**src/bclt_pkg.sv**
```systemverilog
// package of timing constants, states and carriers for the cc line timing block
package bclt_pkg;

    // ------------------------------------------------------------------
    // clock and documented times in nanoseconds, drift limit in percent, transition count
    // ------------------------------------------------------------------
    localparam int CLK_NS           = 50;      // 20 MHz
    localparam int UI_NS            = 3333;    // running_bit_rate nominal 300 kbps
    localparam int HOLD_LOW_NS      = 1000;    // least low hold after last bit
    localparam int END_DRIVE_NS     = 23000;   // end_of_drive_time, longest
    localparam int GAP_NS           = 25000;   // inter_frame_gap_time, least
    localparam int START_TOL_NS     = 1000;    // start_drive_tolerance, either way
    localparam int FRS_TX_MIN_NS    = 60000;   // role_swap_pulse_duration, least
    localparam int FRS_TX_MAX_NS    = 120000;  // role_swap_pulse_duration, longest
    localparam int FRS_TX_NS        = 90000;   // chosen pulse, mid range
    localparam int FRS_RX_MIN_NS    = 30000;   // role_swap_detect_time, least
    localparam int FRS_RX_MAX_NS    = 50000;   // role_swap_detect_time, longest
    localparam int FRS_RX_NS        = 40000;   // chosen detect threshold
    localparam int WIN_MIN_NS       = 12000;   // activity_detect_window, least
    localparam int WIN_MAX_NS       = 20000;   // activity_detect_window, longest
    localparam int WIN_NS           = 16000;   // chosen window
    localparam int FILT_TAU_MIN_NS  = 100;     // receive_filter_time_constant
    localparam int DRIFT_LIMIT_PCT  = 3;       // bit_rate_drift_limit
    localparam int TRANS_COUNT      = 3;       // activity_transition_count

    // ------------------------------------------------------------------
    // cycle counts derived from the times
    // ------------------------------------------------------------------
    localparam logic [10:0] HALF_UI_CYC  = 11'(UI_NS / 2 / CLK_NS);
    localparam logic [10:0] HOLD_CYC     = 11'((HOLD_LOW_NS + CLK_NS - 1) / CLK_NS);
    localparam logic [10:0] END_DRV_CYC  = 11'(END_DRIVE_NS / CLK_NS);
    localparam logic [9:0]  GAP_CYC      = 10'((GAP_NS + CLK_NS - 1) / CLK_NS);
    localparam logic [10:0] FRS_TX_CYC   = 11'(FRS_TX_NS / CLK_NS);
    localparam logic [9:0]  FRS_RX_CYC   = 10'(FRS_RX_NS / CLK_NS);
    localparam logic [8:0]  WIN_CYC      = 9'(WIN_NS / CLK_NS);
    localparam logic [1:0]  TRANS_LAST   = 2'(TRANS_COUNT - 1);

    // filter: acc += in*4/2 - acc/4 gives tau of 4 cycles, 200 ns
    localparam logic [3:0]  FILT_STEP    = 4'h2;
    localparam logic [3:0]  FILT_HI      = 4'h6;
    localparam logic [3:0]  FILT_LO      = 4'h2;

    // ------------------------------------------------------------------
    // reset values and types
    // ------------------------------------------------------------------
    localparam logic        IDLE_RST     = 1'b1;
    localparam logic        FILT_LVL_RST = 1'b1;   // line idles high, pulled
    localparam logic [1:0]  BUF_DEPTH    = 2'h2;

    typedef enum logic [1:0] {
        ST_IDLE = 2'h0,
        ST_BIT  = 2'h1,
        ST_HOLD = 2'h2,
        ST_FRS  = 2'h3
    } bclt_state_t;

    // one data bit handed to the transmitter, with end-of-frame mark
    typedef struct packed {
        logic last;
        logic data_bit;
    } bclt_word_t;

    // line drive towards the pad
    typedef struct packed {
        logic oe;
        logic lvl;
    } bclt_drive_t;

endpackage

```
**src/bclt_core.sv**
```systemverilog
// cc line timing: bmc sender with gap and idle check, activity and role swap detect
`timescale 1ns/10ps

// Overview of operation
// - release driver before inter-frame gap elapses
// - hold bit rate within drift of preamble
// - same drift limit for every packet type
// - stop driving within end-of-drive time
// - wait inter-frame gap after tx, rx, idle
// - check bus idle right before driving
// - start may shift by start tolerance
// - role swap: drive cc low full duration
// - send swap pulse only under explicit contract
// - swap pulse discards all pending messages
// - swap pulse overrides any running transmission
// - after pulse advertise sink may transmit
// - low for detect time means swap request
// - three transitions in window means active
// - window without three transitions means idle
// - single pole filter, tau at least 100ns
// - inter-frame gap at least 25 us
// - release line within 23 us after last
// - swap pulse lasts 60 to 120 us
// - start drive within one microsecond of nominal
module bclt_core (
    input  wire logic                i_clk,
    input  wire logic                i_rst_n,
    input  wire logic                i_ce,
    input  wire logic                i_valid,
    input  wire bclt_pkg::bclt_word_t i_word,
    output logic                     o_ready,
    input  wire logic                i_cc_in,
    output logic                     o_cc_out,
    output logic                     o_cc_oe,
    input  wire logic                i_rx_frame_end,
    input  wire logic                i_frs_req,
    input  wire logic                i_explicit_contract,
    input  wire logic                i_advert_clear,
    output logic                     o_sink_may_transmit_advert,
    output logic                     o_discard,
    output logic                     o_frame_done,
    output logic                     o_bus_idle,
    output logic                     o_frs_detected,
    output logic                     o_tx_busy
);

    // ------------------------------------------------------------------
    // state
    // ------------------------------------------------------------------
    typedef struct packed {
        bclt_pkg::bclt_state_t st;
        bclt_pkg::bclt_word_t  buf0;
        bclt_pkg::bclt_word_t  buf1;
        logic [1:0]            buf_cnt;
        bclt_pkg::bclt_word_t  cur;
        logic                  phase;
        logic [10:0]           tmr;
        bclt_pkg::bclt_drive_t drv;
        logic [9:0]            gap_cnt;
        logic [3:0]            filt_acc;
        logic                  filt_lvl;
        logic                  filt_prev;
        logic [8:0]            win_cnt;
        logic [1:0]            trans_cnt;
        logic                  idle;
        logic [9:0]            low_cnt;
        logic                  frs_det;
        logic                  advert;
        logic                  discard;
        logic                  frame_done;
    } bclt_state_all_t;

    bclt_state_all_t q_ff;
    bclt_state_all_t nxt_q;

    logic push;
    logic trans;

    // buffer takes a word only outside the swap pulse and while it has room
    assign o_ready = (q_ff.buf_cnt != bclt_pkg::BUF_DEPTH) && (q_ff.st != bclt_pkg::ST_FRS);
    assign push    = i_valid && o_ready;
    assign trans   = q_ff.filt_lvl != q_ff.filt_prev;

    // ------------------------------------------------------------------
    // next state
    // ------------------------------------------------------------------
    always_comb begin
        logic pop;
        logic gap_restart;
        bclt_pkg::bclt_word_t head;
        pop         = 1'b0;
        gap_restart = 1'b0;
        head        = q_ff.buf0;
        nxt_q       = q_ff;
        nxt_q.discard    = 1'b0;
        nxt_q.frame_done = 1'b0;
        nxt_q.frs_det    = 1'b0;

        // single pole filter on the cc input, tau 4 cycles
        // decay of at least one step, else acc stalls at 3 and the level never falls
        nxt_q.filt_acc  = q_ff.filt_acc - ((q_ff.filt_acc >> 2) | {3'h0, |q_ff.filt_acc})
                          + (i_cc_in ? bclt_pkg::FILT_STEP : 4'h0);
        nxt_q.filt_prev = q_ff.filt_lvl;
        // hysteresis keeps slow edges from counting twice
        if (q_ff.filt_acc >= bclt_pkg::FILT_HI) begin
            nxt_q.filt_lvl = 1'b1;
        end else if (q_ff.filt_acc <= bclt_pkg::FILT_LO) begin
            nxt_q.filt_lvl = 1'b0;
        end

        // activity window: restart on expiry or on declared activity
        if (trans && (q_ff.trans_cnt == bclt_pkg::TRANS_LAST)) begin
            nxt_q.idle      = 1'b0;
            nxt_q.win_cnt   = 9'h000;
            nxt_q.trans_cnt = 2'h0;
        end else if (q_ff.win_cnt == bclt_pkg::WIN_CYC - 9'h001) begin
            nxt_q.idle      = 1'b1;
            nxt_q.win_cnt   = 9'h000;
            nxt_q.trans_cnt = 2'h0;
        end else begin
            nxt_q.win_cnt   = q_ff.win_cnt + 9'h001;
            nxt_q.trans_cnt = q_ff.trans_cnt + (trans ? 2'h1 : 2'h0);
        end

        // role swap detect: continuous low, own drive masked
        if (q_ff.filt_lvl || q_ff.drv.oe) begin
            nxt_q.low_cnt = 10'h000;
        end else if (q_ff.low_cnt != bclt_pkg::FRS_RX_CYC) begin
            nxt_q.low_cnt = q_ff.low_cnt + 10'h001;
            if (q_ff.low_cnt == bclt_pkg::FRS_RX_CYC - 10'h001) begin
                nxt_q.frs_det = 1'b1;
            end
        end

        if (i_advert_clear) begin
            nxt_q.advert = 1'b0;
        end

        // transmit sequencer
        case (q_ff.st)
            bclt_pkg::ST_IDLE: begin
                // start only after the gap and on a quiet bus
                if ((q_ff.buf_cnt != 2'h0) && (q_ff.gap_cnt == bclt_pkg::GAP_CYC) && q_ff.idle) begin
                    pop           = 1'b1;
                    nxt_q.cur     = head;
                    nxt_q.st      = bclt_pkg::ST_BIT;
                    nxt_q.tmr     = 11'h000;
                    nxt_q.phase   = 1'b0;
                    nxt_q.drv.oe  = 1'b1;                   // nominal start, no shift
                    nxt_q.drv.lvl = ~q_ff.drv.lvl;
                end
            end
            bclt_pkg::ST_BIT: begin
                // fixed half-cell timer: zero drift by construction
                if (q_ff.tmr == bclt_pkg::HALF_UI_CYC - 11'h001) begin
                    nxt_q.tmr = 11'h000;
                    if (!q_ff.phase) begin
                        nxt_q.phase = 1'b1;
                        if (q_ff.cur.data_bit) begin
                            nxt_q.drv.lvl = ~q_ff.drv.lvl;
                        end
                    end else if (!q_ff.cur.last && (q_ff.buf_cnt != 2'h0)) begin
                        pop           = 1'b1;
                        nxt_q.cur     = head;
                        nxt_q.phase   = 1'b0;
                        nxt_q.drv.lvl = ~q_ff.drv.lvl;
                    end else begin
                        // last bit or underrun both close the frame low
                        nxt_q.st      = bclt_pkg::ST_HOLD;
                        nxt_q.drv.lvl = 1'b0;
                    end
                end else begin
                    nxt_q.tmr = q_ff.tmr + 11'h001;
                end
            end
            bclt_pkg::ST_HOLD: begin
                // hold low then release, far inside end-of-drive
                if (q_ff.tmr == bclt_pkg::HOLD_CYC - 11'h001) begin
                    nxt_q.st         = bclt_pkg::ST_IDLE;
                    nxt_q.drv.oe     = 1'b0;
                    nxt_q.tmr        = 11'h000;
                    nxt_q.frame_done = 1'b1;
                    gap_restart      = 1'b1;
                end else begin
                    nxt_q.tmr = q_ff.tmr + 11'h001;
                end
            end
            bclt_pkg::ST_FRS: begin
                // hard low for the whole pulse
                nxt_q.drv.lvl = 1'b0;
                if (q_ff.tmr == bclt_pkg::FRS_TX_CYC - 11'h001) begin
                    nxt_q.st     = bclt_pkg::ST_IDLE;
                    nxt_q.drv.oe = 1'b0;
                    nxt_q.tmr    = 11'h000;
                    nxt_q.advert = 1'b1;
                    gap_restart  = 1'b1;
                end else begin
                    nxt_q.tmr = q_ff.tmr + 11'h001;
                end
            end
            default: begin
                nxt_q.st     = bclt_pkg::ST_IDLE;
                nxt_q.drv.oe = 1'b0;
            end
        endcase

        // buffer update, two entries
        if (pop && push) begin
            nxt_q.buf0 = (q_ff.buf_cnt == 2'h2) ? q_ff.buf1 : i_word;
            nxt_q.buf1 = i_word;
        end else if (pop) begin
            nxt_q.buf0    = q_ff.buf1;
            nxt_q.buf_cnt = q_ff.buf_cnt - 2'h1;
        end else if (push) begin
            if (q_ff.buf_cnt == 2'h0) begin
                nxt_q.buf0 = i_word;
            end else begin
                nxt_q.buf1 = i_word;
            end
            nxt_q.buf_cnt = q_ff.buf_cnt + 2'h1;
        end

        // role swap request wins over any frame in flight
        if (i_frs_req && i_explicit_contract && (q_ff.st != bclt_pkg::ST_FRS)) begin
            nxt_q.st      = bclt_pkg::ST_FRS;
            nxt_q.tmr     = 11'h000;
            nxt_q.drv.oe  = 1'b1;
            nxt_q.drv.lvl = 1'b0;
            nxt_q.buf_cnt = 2'h0;
            nxt_q.discard = 1'b1;
            nxt_q.advert  = 1'b0;
            gap_restart   = 1'b0;
        end

        // gap counts from own end, received end or fresh idle
        if (gap_restart || i_rx_frame_end || (nxt_q.idle && !q_ff.idle)) begin
            nxt_q.gap_cnt = 10'h000;
        end else if (q_ff.gap_cnt != bclt_pkg::GAP_CYC) begin
            nxt_q.gap_cnt = q_ff.gap_cnt + 10'h001;
        end
    end

    // ------------------------------------------------------------------
    // registers, frozen while the clock enable is low
    // ------------------------------------------------------------------
    always_ff @(posedge i_clk or negedge i_rst_n) begin
        if (!i_rst_n) begin
            q_ff           <= '0;
            q_ff.idle      <= bclt_pkg::IDLE_RST;
            q_ff.gap_cnt   <= bclt_pkg::GAP_CYC;
            // filter starts settled at the idle-high line, so no false edge follows reset
            q_ff.filt_acc  <= bclt_pkg::FILT_HI;
            q_ff.filt_lvl  <= bclt_pkg::FILT_LVL_RST;
            q_ff.filt_prev <= bclt_pkg::FILT_LVL_RST;
        end else if (i_ce) begin
            q_ff <= nxt_q;
        end
    end

    // outputs straight from flip-flops, busy decoded from the state
    assign o_cc_out                   = q_ff.drv.lvl;
    assign o_cc_oe                    = q_ff.drv.oe;
    assign o_sink_may_transmit_advert = q_ff.advert;
    assign o_discard                  = q_ff.discard;
    assign o_frame_done               = q_ff.frame_done;
    assign o_bus_idle                 = q_ff.idle;
    assign o_frs_detected             = q_ff.frs_det;
    assign o_tx_busy                  = q_ff.st != bclt_pkg::ST_IDLE;
endmodule

```
**config.mk**
```make
export PLATFORM = sky130hd
export DESIGN_NAME = bclt_core
export DESIGN_NICKNAME = d
export VERILOG_FILES = /design/src/bclt_pkg.sv /design/src/bclt_core.sv
export SDC_FILE = /design/constraint.sdc
export NUM_CORES = 1
export LEC_CHECK = 0
export BUFFER_PORTS_ARGS = -buffer_cell sky130_fd_sc_hd__buf_2
export CAP_MARGIN = 0
export CORE_MARGIN = 2
export CORE_UTILIZATION = 45
export DETAILED_ROUTE_END_ITERATION = 10
export MAX_ROUTING_LAYER = met4
export SYNTH_ARGS = -nofsm -noshare
export SYNTH_HDL_FRONTEND = slang
export SYNTH_SLANG_ARGS = --single-unit
export TNS_END_PERCENT = 10
```
**constraint.sdc**
```tcl
create_clock -name i_clk -period 4.2 [get_ports i_clk]
set_clock_uncertainty 0.15 [all_clocks]
set_input_delay 0.42 -clock i_clk [delete_from_list [all_inputs] [get_ports i_clk]]
set_output_delay 0.42 -clock i_clk [all_outputs]
set_load 0.005 [all_outputs]
```
; ---- After elaboration in Yosys (flattened, before gate mapping)
; Index checks and enable logic that the tools add are counted.
[totals]
reg_bits = 66
wordCells = 173
input_bits = 11
output_inout_bits = 9
[classes]
add_sub_neg = 9
mux = 64
n_eq_ne = 30
reduce_logical = 42
n_lt_le_gt_ge = 2
bitwise_logic = 2
[ops]
columns = op, n
row1 = $mux 11, 5
row2 = $pmux 11 s4, 1
row3 = $mux 2, 18
row4 = $mux 10, 3
row5 = $mux 1, 24
row6 = $add 10x1->10 const B, 2
row7 = $ne 3x3->1 const B, 6
row8 = $mux 16, 1
row9 = $ne 2x2->1 const B, 7
row10 = $reduce_bool 2->1, 7
row11 = $mux 13, 1
row12 = $mux 12, 1
row13 = $add 11x1->11 const B, 1
row14 = $eq 11x11->1 const B, 1
row15 = $eq 11x5->1 const B, 1
row16 = $eq 11x6->1 const B, 1
row17 = $eq 10x10->1 const B, 1
row18 = $eq 10x9->1 const B, 1
row19 = $logic_and 1x1->1, 10
row20 = $ne 10x10->1 const B, 1
row21 = $ne 10x9->1 const B, 1
row22 = $reduce_and 5->1, 2
row23 = $add 9x1->9 const B, 1
row24 = $eq 9x9->1 const B, 1
row25 = other kinds (32), 51

; ---- Logic depth before layout (Yosys ltp)
[depth]
ltp_word = 9
ltp_mapped = 10
ltp_nobuf = 10

; ---- Worst setup path before layout
; Ideal clock, no wire load.
[synth_timing]
path_kind = reg2reg
from = register q_ff[46] in the netlist's numbering
to = register q_ff[62] in the netlist's numbering
n_path_buf = 0
setup_time_ns = 0.125
synth_period_minus_slack_ns = 2.417
required_ns = 3.925
stages_incl_launch_ff = 6
setup_slack_ns = 1.783
arrival_ns = 2.142
cell_sequence = dfrtp_1 or4_4 or3_1 o22ai_1 mux2_2 mux2_2
[synth_between]
elab_chain_len = 6
elab_cells_between_ends = 9
classes_between = eq/ne (1) / mux (4) / reduce/logical (4)
[synth_lines]
columns = item, line_no
row1 = "start, declared", bclt_core.sv:73  ; bclt_state_all_t q_ff;
row2 = "start signal, assigned", bclt_core.sv:256  ; q_ff <= nxt_q;
row3 = $eq 11x6->1 *, bclt_core.sv:155  ; if (q_ff.tmr == bclt_pkg::HALF_UI_CYC - 11'h001) begin
row4 = $mux 1 *, bclt_core.sv:155
row5 = $pmux 1 s2 *, bclt_core.sv:140  ; case (q_ff.st)
row6 = $logic_and 1x1->1, bclt_core.sv:208  ; if (pop && push) begin
row7 = $reduce_bool 3->1 (no line), -
row8 = $reduce_and 3->1 (no line), -
; Every way passes the cells marked *; elsewhere a longest branch is shown, timed or not.
; A chain may end at the register's enable or synchronous reset.

; ---- Worst setup path after layout
[layout_timing]
from = register q_ff[32] in the netlist's numbering
to = register q_ff[65] in the netlist's numbering
[layout_between]
elab_chain_len = 5
[layout_lines]
columns = item, line_no
row1 = $eq 10x9->1, bclt_core.sv:143  ; if ((q_ff.buf_cnt != 2'h0) && (q_ff.gap_cnt == bclt_pkg::GAP_CYC) && q_ff.idle) begin
row2 = $logic_and 1x1->1 (2 in a row), bclt_core.sv:143
row3 = $ne 3x3->1 (no line), -
row4 = $reduce_and 7->1 (no line), -
; Every way passes these cells.

==> impl_metrics.ini <==
[status]
status = finished with violations
violations = negative hold slack

[yosys]
synth_area_leaders = dfrtp_1, dfstp_2, nand2_1, ha_1, o21ai_0
syn-cell-area_mm2 = 0.00402
yosys.area.top_type = dfrtp_1
async_flop_share = 1.00
synth_fp_nets = 466
yosysUniqueCellTypes = 67
synth_top_area_share = 0.342
syn_inst = 440
ys_ff_latch = 66
synthFlopType = dfrtp_1
yosys_warnings = 0
synth_edf_count = 0
yosysSeqAreaShare = 0.414
avgSynthCellArea_um2 = 9.14

[sta]
rsz0062_at_grt = false
tightestPinTransition_ns = 0.766
drv_slew = 0
whs_ns = -0.00591
finalHoldViolCount = 3
max_freq_mhz = 376
min_period_ns = 2.66
finalCritPeriodShare = 0.633
setup_tns_ns = 0
finalSetupViolCount = 0
relSlewSlack = 0.489

[setup_path]
crit_arrival_ns = 2.74
crit_path_start = q_ff[32]
reg2reg_from = q_ff[32]
critPathLaunchType = register
crit_buf_inv = 3
crit_path_end_kind = register
critPathRequiredTime_ns = 4.28
crit_top_cell = buf_4
critPathTopFamily = simple AND/OR/NAND/NOR gates
cp_slowest_stage_delay_ns = 0.53
critical_path_class = reg -> reg
path_cells = inv_1, ha_1, nand4bb_1, nor4_1, buf_4, o21ai_0, buf_4, or4_4, o21a_1
crit_slowest_cell = or4_4
worstPathMaxFanout = 11

[routing]
drc = 0
wirelength_um = 8950
ant_nets = 0
viasPerCell = 5.82
wl_per_cell_um = 15.8
vias = 3308
drtPass1Iterations = 4
drt_iter0_markers = 193

[power_and_ir_drop]
power_switching_mw = 0.919
p_per_area_mw_per_mm2 = 541
p_leak_nw = 1.83
power_frac_comb = 0.353
max-vdd-ir-drop_mv = 0.244
p_int_mw = 1.46
p_seq_frac = 0.425
sw_frac_of_total = 0.386
clock_power_share = 0.222

[layout]
fin_cells = 568
fill_cells = 866
diodes = 0
final_cell_mix = dfrtp_1, nand2_1, o21ai_0
fin_nets = 481
final_common_cell = dfrtp_1
final_layout_size_suffix_gt1_frac = 0.148
syn_to_final_growth_pct = 9.55
final_area_mm2 = 0.00441

[die]
core-area_mm2 = 0.00868
io_pins = 20
die_w_um = 98.5
start_util = 0.463
dieArea_mm2 = 0.00971
die_h_um = 98.5
rows = 34

[clock_tree]
worst_skew_pair.late_latency_ns = 0.34
cts.sinks = 66
postCtsSetupBuffers = 0
cts_tree = built
numCtsBuffers = 9
h-tree-depth = 3
clk_path_buf_depth = 2
cts.repair.resized = 0
ctsRootBufferMaster = clkbuf_8
clk_pin_slew_ns = 0.07
ctsHoldBuffers = 0

[placed_design]
io_buffer_count = 19
dp_cells = 552
placed_area_mm2 = 0.00422
gp_congestion = 0.818
place_hpwl_um = 6310

[global_routing]
grt_pass1_vias = 3219
grt_pass1_wl_um = 15700
antenna_found_initial = 0
grt-ovfl-total = 0
grt_usage = 0.204
grt_start_max_net_pins = 52

[flow_run]
cap_viol_max_count = 0

[worst_hold_path]
hold_class = in -> async
## area by class of cell
| type | count | area [um^2] | share of cell area |
|---|---|---|---|
| clock buffers | 13 | 149 | 0.0338 |
| clock inverters | 3 | 40.0 | 0.00909 |
| inverters | 26 | 97.6 | 0.0222 |
| multi-input cells | 327 | 2180 | 0.494 |
| flip-flops and latches | 66 | 1670 | 0.378 |
| well taps | 108 | 135 | 0.0307 |
| repair buffers | 25 | 140 | 0.0318 |
## metrics by stage
stage | util | setup slack (ns) | total power [mW] | hold slack (ns)
floorplan | - | 1.78 | 1.63 | -0.0256
CTS | 0.508 | 1.55 | 2.40 | 0.00998
finish | 0.508 | 1.54 | 2.38 | -0.00591
global route | 0.508 | 1.35 | 2.60 | 0.0487
detailed placement | 0.486 | 1.58 | 1.86 | 0.310
global placement | 0.486 | 1.62 | 1.83 | 0.316
## routing by layer
layer	wire length (um)	vias to the layer above	part of all wire	global-route usage
met5	0	-	0	-
met4	123	0	0.014	0.0685
met3	296	10	0.033	0.0390
met2	4230	64	0.47	0.318
met1	4310	1576	0.48	0.270
li1	-	1658	-	-
## cell families after synthesis
| logic type | after synthesis | synth area share |
|---|---|---|
| XOR/XNOR | 15 | 0.0327 |
| multiplexers | 14 | 0.0373 |
| flip-flops | 66 | 0.414 |
| buffers and inverters | 47 | 0.0442 |
| AND/OR/NAND/NOR | 159 | 0.207 |
| AO/OA/AOI/OAI | 123 | 0.212 |
| adder cells (fa/ha/maj) | 16 | 0.0529 |
## worst paths after layout
path                            end  slack (ns)  cells past startpoint
max                        q_ff[65]        1.54                      9
min                        q_ff[22]      -0.006                      1
max reg2reg                q_ff[65]        1.54                      9
min reg2reg                q_ff[13]        0.32                      1
max in group asynchronous  q_ff[29]        2.95                      2
min in group i_clk         q_ff[60]        0.18                      2
## worst reg2reg max path: stages, from the launching register on
cell and delay [ns]:
dfrtp_1 0.43, inv_1 0.08, ha_1 0.14, nand4bb_1 0.18
nor4_1 0.25, buf_4 0.24, o21ai_0 0.19, buf_4 0.25
or4_4 0.53, o21a_1 0.12
## sequential cells by signal, indices dropped and copies added (netlist names)
name                        count
nxt_q                           1
o_bus_idle                      1
o_cc_oe                         1
o_cc_out                        1
o_discard                       1
o_frame_done                    1
o_frs_detected                  1
o_sink_may_transmit_advert      1
q_ff                           58
## power by group through the flow
stage / registers [mW] / logic, mW / clock network, mW
2_1_floorplan: 0.939 / 0.688 / 0
3_3_place_gp: 1.01 / 0.819 / 0
3_5_place_dp: 1.02 / 0.839 / 0
4_1_cts: 1.01 / 0.847 / 0.547
5_1_grt: 1.04 / 0.983 / 0.578
6_report: 1.01 / 0.840 / 0.530
## synthesized netlist by cell type (3+ instances only)
cell type / count
a211oi_1: 4
o21a_1: 4
o2111ai_1: 4
nand4_1: 7
nand3_1: 22
dfrtp_1: 55
nor3_1: 8
nor2b_1: 4
a31oi_1: 7
dfstp_2: 11
or3_1: 7
o2bb2ai_1: 6
inv_1: 26
a22o_1: 4
nor2_1: 27
a21oi_1: 16
mux2_2: 8
xor2_1: 10
nand3b_1: 4
o21ai_0: 30
a21o_1: 3
o31ai_1: 8
mux2i_1: 6
nor4_1: 6
o211ai_1: 6
nand2_1: 45
o22ai_1: 6
xnor2_1: 5
ha_1: 13
and3_1: 10
nand2b_1: 3
clkbuf_1: 18
Note: power is estimated with default switching activity, not from simulation.
